## config.mk

```make
export PLATFORM = sky130hd
export DESIGN_NAME = vic_top
export DESIGN_NICKNAME = d
export VERILOG_FILES = /design/src/vic_vec_mem.v /design/src/vic_top.v
export VERILOG_INCLUDE_DIRS = /design/src
export SDC_FILE = /design/constraint.sdc
export NUM_CORES = 2
export LEC_CHECK = 0
export BUFFER_PORTS_ARGS = -buffer_cell sky130_fd_sc_hd__clkbuf_2
export CAP_MARGIN = 20
export CORE_ASPECT_RATIO = 1.2
export CORE_MARGIN = 2
export CORE_UTILIZATION = 45
export DETAILED_ROUTE_END_ITERATION = 16
export HOLD_SLACK_MARGIN = 0.02
export PLACE_DENSITY_LB_ADDON = 0.2
export SLEW_MARGIN = 15
export SYNTH_ARGS = -nofsm -noshare
export SYNTH_HDL_FRONTEND = slang
export SYNTH_HIERARCHICAL = 1
export SYNTH_SLANG_ARGS = --single-unit
```

## constraint.sdc

```tcl
create_clock -name CLK_I -period 4.5 [get_ports CLK_I]
set_input_delay 0.225 -clock CLK_I [delete_from_list [all_inputs] [get_ports CLK_I]]
set_output_delay 0.225 -clock CLK_I [all_outputs]
set_load 0.02 [all_outputs]
```

## src/vic_regs.vh

```
`ifndef VIC_REGS_VH
`define VIC_REGS_VH

// register byte addresses, and the vector table address mask
`define VIC_SVR_BASE 32'hFFFF_F080
`define VIC_SVR_MASK 32'hFFFF_FF80
`define VIC_NORMAL_VECTOR_READ 32'hFFFF_F100
`define VIC_FAST_VECTOR_READ 32'hFFFF_F104
`define VIC_CURRENT_ID 32'hFFFF_F108
`define VIC_PENDING_STATE 32'hFFFF_F10C
`define VIC_SOURCE_ENABLE_STATE 32'hFFFF_F110
`define VIC_CORE_REQUEST_STATE 32'hFFFF_F114
`define VIC_SOURCE_ENABLE_COMMAND 32'hFFFF_F120
`define VIC_SOURCE_DISABLE_COMMAND 32'hFFFF_F124
`define VIC_PENDING_CLEAR_COMMAND 32'hFFFF_F128
`define VIC_PENDING_SET_COMMAND 32'hFFFF_F12C
`define VIC_END_OF_SERVICE_COMMAND 32'hFFFF_F130
`define VIC_SPURIOUS_VECTOR 32'h0FFF_F134
`define VIC_DEBUG_CONTROL 32'hFFFF_F138
`define VIC_FAST_FORCING_ENABLE_COMMAND 32'hFFFF_F140
`define VIC_FAST_FORCING_DISABLE_COMMAND 32'hFFFF_F144
`define VIC_FAST_FORCING_STATE 32'hFFFF_F148

// field positions
`define VIC_FAST_SOURCE_BIT 0
`define VIC_SYSTEM_SOURCE_BIT 1
`define VIC_PROTECTION_MODE_BIT 0
`define VIC_GENERAL_MASK_BIT 1
`define VIC_CORE_FAST_BIT 0
`define VIC_CORE_NORMAL_BIT 1
`define VIC_VEC_IDX_MSB 6
`define VIC_VEC_IDX_LSB 2

// reset values, and the mask of forcing bits in use
`define VIC_ENABLE_RST 32'h0000_0000
`define VIC_PENDING_RST 32'h0000_0000
`define VIC_FORCING_RST 32'h0000_0000
`define VIC_SPURIOUS_RST 32'h0000_0000
`define VIC_DEBUG_RST 2'h0
`define VIC_FORCING_USED 32'hFFFF_FFFE

`endif

```

## src/vic_vec_mem.v

```verilog
`timescale 1ns/100ps
module vic_vec_mem #(
    parameter WIDTH = 32,
    parameter DEPTH = 32,
    parameter AW = 5
) (
    input wire clk_i,
    input wire wr_en_i,
    input wire [AW-1:0] wr_addr_i,
    input wire [WIDTH-1:0] wr_data_i,
    input wire [AW-1:0] rd_addr_i,
    output reg [WIDTH-1:0] rd_data_o
);
    reg [WIDTH-1:0] mem_reg [0:DEPTH-1];

    always @(posedge clk_i) begin
        if (wr_en_i) begin
            mem_reg[wr_addr_i] <= wr_data_i;
        end
        rd_data_o <= mem_reg[rd_addr_i];
    end
endmodule // vic_vec_mem

```

## src/vic_top.v

```verilog
// What this block does
// - enable command write sets the enable of each source written as one
// - disable command write clears the enable of each source written as one
// - clear command write drops pending of each source written as one
// - set command write makes each source written as one pending
// - bit 0 fast source, bit 1 system source, bits 2-31 peripherals
// - any write to end-of-service register ends current interrupt handling
// - spurious vector is a 32-bit read/write software store
// - spurious normal interrupt reads back the spurious vector
// - spurious fast interrupt reads back the spurious vector
// - debug bit 0 is protection mode, read/write
// - debug bit 1 forces both request outputs inactive
// - fast forcing enable command turns forcing on, bit 0 unused
// - normal vector read with no current interrupt returns spurious vector
// - enable state register shows one per enabled source
// - forcing disable command turns forcing off; forcing state readable
//
// The implementer's own choice: the APB interface to the registers.
`timescale 1ns/100ps
`include "vic_regs.vh"
module vic_top #(
    parameter NSRC = 32
) (
    input wire CLK_I,
    input wire RESETN_I,
    input wire [31:0] PADDR_I,
    input wire PSEL_I,
    input wire PENABLE_I,
    input wire PWRITE_I,
    input wire [31:0] PWDATA_I,
    output wire [31:0] PRDATA_O,
    output wire PREADY_O,
    output wire PSLVERR_O,
    input wire [NSRC-1:0] SOURCE_I,
    output wire NORMAL_REQUEST_OUT_N_O,
    output wire FAST_REQUEST_OUT_N_O
);
    // lowest-numbered set bit wins
    function [4:0] first_set;
        input [31:0] v;
        integer i;
        begin
            first_set = 5'h00;
            for (i = 31; i >= 0; i = i - 1) begin
                if (v[i]) begin
                    first_set = i[4:0];
                end
            end
        end
    endfunction

    // word index of a source vector inside the table
    function [4:0] vec_index;
        input [31:0] addr;
        begin
            vec_index = addr[`VIC_VEC_IDX_MSB:`VIC_VEC_IDX_LSB];
        end
    endfunction

    // two-flop synchroniser, then a rising-edge detector per source
    reg [NSRC-1:0] src_meta_reg;
    reg [NSRC-1:0] src_sync_reg;
    reg [NSRC-1:0] src_prev_reg;
    reg [NSRC-1:0] pending_reg;
    reg [NSRC-1:0] pending_next;
    reg [NSRC-1:0] enable_reg;
    reg [NSRC-1:0] enable_next;
    reg [NSRC-1:0] forcing_reg;
    reg [NSRC-1:0] forcing_next;
    reg [31:0] spurious_reg;
    reg [1:0] debug_reg;
    reg in_service_reg;
    reg [4:0] cur_id_reg;
    reg [4:0] snap_id_reg;
    reg snap_valid_reg;
    // bus handshake states: the first access cycle, in idle, is the single wait state; the answer cycle completes
    localparam BUS_IDLE = 1'b0;
    localparam BUS_ANSWER = 1'b1;

    reg bus_state_reg;
    reg bus_state_next;
    reg in_service_next;
    reg [4:0] cur_id_next;
    reg [31:0] prdata_reg;
    reg normal_request_out_n_n_reg;
    reg fast_request_out_n_n_reg;

    wire [31:0] vec_rd_data;
    // the answer comes in the second access cycle
    wire access = PSEL_I & PENABLE_I;
    wire answering = bus_state_reg == BUS_ANSWER;
    wire first_access = access & ~answering;
    wire done = access & answering;
    wire wr_done = done & PWRITE_I;
    wire rd_done = done & ~PWRITE_I;
    wire protection_mode_bit = debug_reg[`VIC_PROTECTION_MODE_BIT];
    wire gmask = debug_reg[`VIC_GENERAL_MASK_BIT];

    // full 32-bit decode except the vector table, masked with VIC_SVR_MASK; anything else answers with an error
    wire is_svr = (PADDR_I & `VIC_SVR_MASK) == `VIC_SVR_BASE;
    wire is_ivr = PADDR_I == `VIC_NORMAL_VECTOR_READ;
    wire is_fvr = PADDR_I == `VIC_FAST_VECTOR_READ;
    wire is_isr = PADDR_I == `VIC_CURRENT_ID;
    wire is_ipr = PADDR_I == `VIC_PENDING_STATE;
    wire is_imr = PADDR_I == `VIC_SOURCE_ENABLE_STATE;
    wire is_cisr = PADDR_I == `VIC_CORE_REQUEST_STATE;
    wire is_iecr = PADDR_I == `VIC_SOURCE_ENABLE_COMMAND;
    wire is_idcr = PADDR_I == `VIC_SOURCE_DISABLE_COMMAND;
    wire is_iccr = PADDR_I == `VIC_PENDING_CLEAR_COMMAND;
    wire is_iscr = PADDR_I == `VIC_PENDING_SET_COMMAND;
    wire is_eoi = PADDR_I == `VIC_END_OF_SERVICE_COMMAND;
    wire is_spu = PADDR_I == `VIC_SPURIOUS_VECTOR;
    wire is_dcr = PADDR_I == `VIC_DEBUG_CONTROL;
    wire is_ffer = PADDR_I == `VIC_FAST_FORCING_ENABLE_COMMAND;
    wire is_ffdr = PADDR_I == `VIC_FAST_FORCING_DISABLE_COMMAND;
    wire is_ffsr = PADDR_I == `VIC_FAST_FORCING_STATE;
    wire mapped = is_svr | is_ivr | is_fvr | is_isr | is_ipr | is_imr | is_cisr | is_iecr | is_idcr
        | is_iccr | is_iscr | is_eoi | is_spu | is_dcr | is_ffer | is_ffdr | is_ffsr;

    // fast source never joins the normal request, forced sources go fast
    wire [NSRC-1:0] live = pending_reg & enable_reg;
    wire [NSRC-1:0] normal_set = live & ~(forcing_reg | {{(NSRC-1){1'b0}}, 1'b1});
    wire [NSRC-1:0] fast_set = live & (forcing_reg | {{(NSRC-1){1'b0}}, 1'b1});
    wire [31:0] normal_set_w = normal_set;
    wire cand_valid = |normal_set;
    wire [4:0] cand_id = first_set(normal_set_w);
    wire fast_valid = |fast_set;
    wire irq_active = cand_valid & ~in_service_reg;

    // acknowledge by reading the normal vector, or by writing it in protection mode
    wire normal_ack = (rd_done & is_ivr & ~protection_mode_bit) | (wr_done & is_ivr & protection_mode_bit);
    wire take_service = normal_ack & ~in_service_reg & snap_valid_reg;
    wire fast_ack = rd_done & is_fvr & ~protection_mode_bit;

    wire [4:0] rd_idx = is_ivr ? (in_service_reg ? cur_id_reg : cand_id) :
        is_fvr ? 5'h00 : vec_index(PADDR_I);

    // source vector table; read data is registered, hence the wait state
    vic_vec_mem #(
        .WIDTH(32),
        .DEPTH(32),
        .AW(5)
    ) u_vec_mem (
        .clk_i(CLK_I),
        .wr_en_i(wr_done & is_svr),
        .wr_addr_i(vec_index(PADDR_I)),
        .wr_data_i(PWDATA_I),
        .rd_addr_i(rd_idx),
        .rd_data_o(vec_rd_data)
    );

    // one wait state: vector memory answers a cycle after the address
    assign PREADY_O = done;
    assign PSLVERR_O = done & ~mapped;
    assign PRDATA_O = prdata_reg;
    assign NORMAL_REQUEST_OUT_N_O = normal_request_out_n_n_reg;
    assign FAST_REQUEST_OUT_N_O = fast_request_out_n_n_reg;

    // read mux, frozen into prdata_reg on the first access cycle
    reg [31:0] rd_value;
    always @* begin
        rd_value = 32'h0000_0000;
        if (is_svr) begin
            rd_value = vec_rd_data;
        end else if (is_ivr) begin
            if (in_service_reg | cand_valid) begin
                rd_value = vec_rd_data;
            end else begin
                rd_value = spurious_reg;
            end
        end else if (is_fvr) begin
            if (fast_valid) begin
                rd_value = vec_rd_data;
            end else begin
                rd_value = spurious_reg;
            end
        end else if (is_isr) begin
            rd_value = {{27{1'b0}}, cur_id_reg};
        end else if (is_ipr) begin
            rd_value = pending_reg;
        end else if (is_imr) begin
            rd_value = enable_reg;
        end else if (is_cisr) begin
            rd_value = {{30{1'b0}}, ~normal_request_out_n_n_reg, ~fast_request_out_n_n_reg};
        end else if (is_spu) begin
            rd_value = spurious_reg;
        end else if (is_dcr) begin
            rd_value = {{30{1'b0}}, debug_reg};
        end else if (is_ffsr) begin
            rd_value = forcing_reg;
        end
    end

    // command writes apply every bit in one cycle; zeros leave state alone
    always @* begin
        enable_next = enable_reg;
        if (wr_done & is_iecr) begin
            enable_next = enable_reg | PWDATA_I[NSRC-1:0];
        end
        if (wr_done & is_idcr) begin
            enable_next = enable_reg & ~PWDATA_I[NSRC-1:0];
        end
    end

    // bit 0 is fast already, so forcing it is ignored
    always @* begin
        forcing_next = forcing_reg;
        if (wr_done & is_ffer) begin
            forcing_next = forcing_reg | (PWDATA_I[NSRC-1:0] & `VIC_FORCING_USED);
        end
        if (wr_done & is_ffdr) begin
            forcing_next = forcing_reg & ~PWDATA_I[NSRC-1:0];
        end
    end

    // pending: edge or set command raises, clear or acknowledge drops
    reg [NSRC-1:0] pend_clr;
    reg [NSRC-1:0] pend_set;
    always @* begin
        pend_clr = {NSRC{1'b0}};
        pend_set = src_sync_reg & ~src_prev_reg;
        if (wr_done & is_iccr) begin
            pend_clr = PWDATA_I[NSRC-1:0];
        end
        if (wr_done & is_iscr) begin
            pend_set = pend_set | PWDATA_I[NSRC-1:0];
        end
        if (take_service) begin
            pend_clr[snap_id_reg] = 1'b1;
        end
        if (fast_ack) begin
            pend_clr = pend_clr | fast_set;
        end
        // a new edge or set in the clearing cycle survives
        pending_next = (pending_reg & ~pend_clr) | pend_set;
    end

    // synchroniser flops carry no reset; pending is cleared during reset anyway
    always @(posedge CLK_I) begin
        src_meta_reg <= SOURCE_I;
        src_sync_reg <= src_meta_reg;
        src_prev_reg <= src_sync_reg;
    end

    // handshake steps from idle to answer on the first access cycle
    always @* begin
        bus_state_next = BUS_IDLE;
        case (bus_state_reg)
            BUS_IDLE: begin
                if (access) begin
                    bus_state_next = BUS_ANSWER;
                end
            end
            BUS_ANSWER: begin
                bus_state_next = BUS_IDLE;
            end
            default: begin
                bus_state_next = BUS_IDLE;
            end
        endcase
    end

    // service level: entered by acknowledge, left by any end-of-service write
    always @* begin
        in_service_next = in_service_reg;
        cur_id_next = cur_id_reg;
        if (wr_done & is_eoi) begin
            in_service_next = 1'b0;
        end else if (take_service) begin
            in_service_next = 1'b1;
            cur_id_next = snap_id_reg;
        end
    end

    // bus handshake and read snapshot; the candidate is frozen with the data
    always @(posedge CLK_I) begin
        if (!RESETN_I) begin
            bus_state_reg <= BUS_IDLE;
            prdata_reg <= 32'h0000_0000;
            snap_id_reg <= 5'h00;
            snap_valid_reg <= 1'b0;
        end else begin
            bus_state_reg <= bus_state_next;
            if (first_access) begin
                prdata_reg <= PWRITE_I ? 32'h0000_0000 : rd_value;
                snap_id_reg <= cand_id;
                snap_valid_reg <= cand_valid;
            end
        end
    end

    // per-source state: pending, enable and fast forcing
    always @(posedge CLK_I) begin
        if (!RESETN_I) begin
            pending_reg <= `VIC_PENDING_RST;
            enable_reg <= `VIC_ENABLE_RST;
            forcing_reg <= `VIC_FORCING_RST;
        end else begin
            pending_reg <= pending_next;
            enable_reg <= enable_next;
            forcing_reg <= forcing_next;
        end
    end

    // software stores: spurious vector and debug control
    always @(posedge CLK_I) begin
        if (!RESETN_I) begin
            spurious_reg <= `VIC_SPURIOUS_RST;
            debug_reg <= `VIC_DEBUG_RST;
        end else begin
            if (wr_done & is_spu) begin
                spurious_reg <= PWDATA_I;
            end
            if (wr_done & is_dcr) begin
                debug_reg <= PWDATA_I[1:0];
            end
        end
    end

    // single service level, no nesting
    always @(posedge CLK_I) begin
        if (!RESETN_I) begin
            in_service_reg <= 1'b0;
            cur_id_reg <= 5'h00;
        end else begin
            in_service_reg <= in_service_next;
            cur_id_reg <= cur_id_next;
        end
    end

    // request lines are registered so they never glitch towards the core
    always @(posedge CLK_I) begin
        if (!RESETN_I) begin
            normal_request_out_n_n_reg <= 1'b1;
            fast_request_out_n_n_reg <= 1'b1;
        end else begin
            normal_request_out_n_n_reg <= ~(irq_active & ~gmask);
            fast_request_out_n_n_reg <= ~(fast_valid & ~gmask);
        end
    end
endmodule // vic_top

```

### Word-level counts from Yosys, hierarchy flattened

Memories as Yosys holds them, arrays and structs flattened. A register that Yosys moved wholly into a read port is not among the register bits.
Index checks and enable logic that the tools add are counted.
W data, S select, Z words.

| storage, ports and cells | value |
|---|---|
| output and inout port bits | 36 |
| input port bits | 101 |
| register bits after elaboration | 273 |
| word-level logic and storage cells | 179 |
| memory bits (writable) | 1024 |
| memories | 1 |

| operators by class | value |
|---|---|
| reductions and logical operators | 7 |
| muxes and demuxes | 62 |
| magnitude comparators | 2 |
| bitwise gates (word level) | 74 |
| equal/unequal tests | 17 |

Memories:

| name | depth | bits a word | read ports | clocked after memory_dff | write ports | line | text |
|---|---|---|---|---|---|---|---|
| u_vec_mem.mem_reg | 32 | 32 | 1 | 1 | 1 | vic_vec_mem.v:14 | `reg [WIDTH-1:0] mem_reg [0:DEPTH-1];` |

Operators with widths:

| operator | number |
|---|---|
| $mux W32 | 21 |
| $eq A32 B32 Y1 const B | 15 |
| $and A32 B32 Y32 | 7 |
| $or A32 B32 Y32 | 6 |
| $mux W5 | 35 |
| $not A32 Y32 | 4 |
| $reduce_or A32 Y1 | 2 |
| $eq A32 B28 Y1 const B | 1 |
| $and A1 B1 Y1 | 27 |
| $eq A25 B25 Y1 const B | 1 |
| $or A1 B1 Y1 | 18 |
| $not A1 Y1 | 12 |
| $lt A5 B6 Y1 const B | 1 |
| $demux W1 S5 | 1 |
| $ge A5 B1 Y1 const B | 1 |
| $mux W1 | 4 |
| $reduce_bool A2 Y1 | 2 |
| $pmux W1 S2 | 1 |
| $reduce_and A2 Y1 | 1 |
| $reduce_or A2 Y1 | 1 |
| $logic_and A1 B1 Y1 | 1 |

### Logic depth before layout (Yosys ltp)

| logic depth | value |
|---|---|
| depth after elaboration | 36 |
| depth in mapped cells | 16 |
| mapped depth without buffers | 12 |

### Hierarchy

The synthesis kept the hierarchy.

Modules (own cells, without submodules):

| module | times used | cells an instance | sequential area each (sq um) | area each (sq um) |
|---|---|---|---|---|
| vic_vec_mem | 1 | 2260 | 31390.1 | 40491.3 |
| vic_top | 1 | 1325 | 5465.2 | 11614.9 |

### Least setup slack after synthesis

No wires, ideal clock.

| path | value |
|---|---|
| path kind | input to register |
| start | input port PADDR_I[9] |
| end | memory u_vec_mem.mem_reg[12][0], enable pin |
| data required time | 4079 ps |
| library setup time | 421 ps |
| path buffers | 1 |
| cell stages on the path | 7 |
| arrival time | 3336 ps |
| setup slack | 743 ps |
| cells stage by stage | or3_1 nor2_1 nand4_1 nor2_1 or3b_2 clkbuf_1 nor2_1 |

| on the way | value |
|---|---|
| word-level cells in the longest chain between the ends | 4 |

Ends and longest elaborated chain:

| what | line | text |
|---|---|---|
| start, declared | vic_top.v:26 | `input wire [31:0] PADDR_I,` |
| $eq A25 B25 Y1 (no line) | n/a |  |
| $and A1 B1 Y1 | vic_top.v:145 | `.wr_en_i(wr_done & is_svr),` |
| $mux W1 | vic_vec_mem.v:17 | `if (wr_en_i) begin` |
| $mux W1 (implied by the code) | vic_vec_mem.v:18 | `mem_reg[wr_addr_i] <= wr_data_i;` |
| end, declared | vic_vec_mem.v:14 |  |

No other way between the ends.

==> results.tsv <==
metric	value	unit
outcome	completed	
Synth Instances	3585	
fin cells	5469	
final setup margin	0.0893	ns
Synth Flop Type	edfxtp_1	
number of remaining DRC errors	0	
Syn Area/Cell	14.5	µm²
vias in the first global route	31715	
Hold WS	0.0915	ns
initial core utilization	45.4	%
count of different cell masters after synthesis	66	
Die Wd	315	µm
Routed WL	146000	µm
YS warnings	6	
utilization after layout	52.5	%
total grt overflow	0	
TritonRoute pass-1 iters	6	
clk_lat worst skew	0.76	ns
DP HPWL	87800	µm
Rel. slew slack	32.5	%
Slew @ Worst Pin	1.01	ns
Achievable Freq	0.227	GHz
DRT iter0 DRCs	3046	
Worst Path Max Fanout	33	
Yosys reg bits	1329	
clock tree buffer depth	3	
CTS Buf Count	130	
I/O pin count	137	
Setup CP Type	reg2reg	
final hold vios	0	
Core ar.	0.115	mm²
first-pass GRT wire length	213000	µm
final instance area	0.0602	mm²
Max-Cap Viols	0	
Total Routing Usage GR	24.5	%
vias post-DR	32490	
# fillers	9511	
Die ar.	0.119	mm²
root buf cell	clkbuf_16	
final setup TNS	0	ns
Seq/Total Area, Yosys	70.7	%
Vias/cell	5.94	
Critical Path RT	5.12	ns
number of flops mapped to enable cells by yosys	1024	
final setup fails	0	
Net Count, Synth	3686	
Worst-path clk slew	0.06	ns
pins over their slew limit	0	
layout cells sized above 1	14.6	%
HP Class	in2reg	
DRT antenna net count	0	
Tmin final	4.41	ns
FFs w/ async S/R, synth	0	%
port buffer count	136	
Synth top area share	59.0	%
Placed Instances	5183	
H-Tree Level Count	4	
Placed Area	0.0555	mm²
max reg flops	1024	
routability cong.	0.930	
area leader, netlist	edfxtp_1	
WP data arrival	5.04	ns
area growth from synthesis to layout	15.6	%
pwr/cell area	423	mW/mm²
die height	377	µm
Worst VDD drop	0.000427	V
num rows	136	
crit path capture type	flip-flop	
Post-Syn Area	0.0521	mm²
Clock Skews	0.0249	ns
synth top area cells	edfxtp_1, dfxtp_1, mux2i_1	
Pleak	21.1	nW
Post-CTS Setup Bufs	0	
largest net degree at the start of global routing	81	
# clock sinks	1329	
initial antenna violation count	1	
pre-CTS setup slack	0.289	ns
fin crit share	98.0	%
critical path launch point type	flip-flop	
NumNets Final	3942	
routed length per instance	26.7	µm
RSZ-0062 raised after global routing	no	
total power	25.5	mW
CTS tree	done	
routing by layer:
metal / track usage (%) / wire, µm / up-vias
met3: 3.81 / 8510 / 283
met4: 9.59 / 5410 / 2
met1: 32.1 / 60700 / 16517
met5: 0 / 11 / -
met2: 41.0 / 71400 / 1197
li1: - / - / 14491
final timing paths:
check / startpoint / to / slack (ns) / cells past startpoint
worst max register to register: flip-flop / u_vec_mem/rd_data_o[25] / 0.09 / 15
worst min-delay path: PWDATA_I[17] / u_vec_mem/mem_reg[27][17] / 0.09 / 2
worst min register to register: src_meta_reg[20] / src_sync_reg[20] / 0.32 / 0
worst max-delay path: flip-flop / u_vec_mem/rd_data_o[25] / 0.09 / 15
where the power goes:
group	total [mW]	internal, mW	leakage (nW)	switching [mW]
Clock	10.9	6.31	2.08	4.61
Sequential	13.4	13.3	11.7	0.104
Combinational	1.16	0.403	7.27	0.755
placed cells by master, fill, tap and decap left out, types with 64 or more instances in the layout:
cell / Yosys / layout
nand3_1: 180 / 180
dfxtp_1: 305 / 305
nand2_1: 279 / 279
a22o_1: 64 / 64
a22oi_1: 98 / 98
clkbuf_2: 1 / 136
a211oi_1: 65 / 65
mux2i_1: 518 / 518
clkbuf_16: 0 / 136
a21oi_1: 303 / 303
edfxtp_1: 1024 / 1024
buf_4: 34 / 123
repair_timing:
action	in CTS	in global routing
hold endpoints to repair	158	0
setup endpoints to repair	0	0
resized for setup	0	0
hold buffers	44	0
cell usage after synthesis, drive strengths merged, types with 14 or more instances:
master	number
nor3	42
a32oi	36
and3b	19
a211oi	65
nand3b	24
buf	96
and3	16
a31oi	48
nand4	22
o211ai	36
nand3	180
a21boi	28
a22oi	98
clkbuf	116
a22o	64
dfxtp	305
o21ai	21
edfxtp	1024
a21oi	303
nand2	279
nor4	14
a221oi	30
nor2	71
mux2i	518
nor2b	42
worst max-delay path, stage by stage (launching register included):
cell and delay [ns]:
dfxtp_1 0.41, and3b_1 0.24, a211oi_1 0.30, o211ai_1 0.12
a211o_1 0.35, a21oi_1 0.27, nor2_1 0.15, o311ai_0 0.68
buf_4 0.30, nor2b_4 0.29, buf_12 0.27, buf_4 0.19
a22o_1 0.12, nor3_1 0.08, a31oi_1 0.34, nand3_1 0.11
logic make-up (layout without fill, tap and decap cells):
| group | after synthesis | in the layout | share of synthesized area (%) |
|---|---|---|---|
| flip-flops | 1329 | 1329 | 70.7 |
| AND/OR/NAND/NOR | 767 | 767 | 7.35 |
| AO/OA/AOI/OAI | 747 | 747 | 9.68 |
| multiplexers | 522 | 522 | 10.0 |
| buffers and inverters | 219 | 580 | 2.18 |
| XOR/XNOR | 1 | 1 | 0.0168 |
| other | 0 | 5 | 0 |
cell type report:
type / instances / area (µm²) / area share (%)
tap: 1518 / 1900 / 3.15
sequential: 1329 / 36900 / 61.2
clock buffer: 181 / 3660 / 6.08
clock inverter: 56 / 623 / 1.03
inverter: 7 / 28.8 / 0.0478
multi-input combinational: 2037 / 14500 / 24.0
antenna: 5 / 12.5 / 0.0208
timing repair buffer: 336 / 2710 / 4.49
Power figures use the tool's default switching activity.
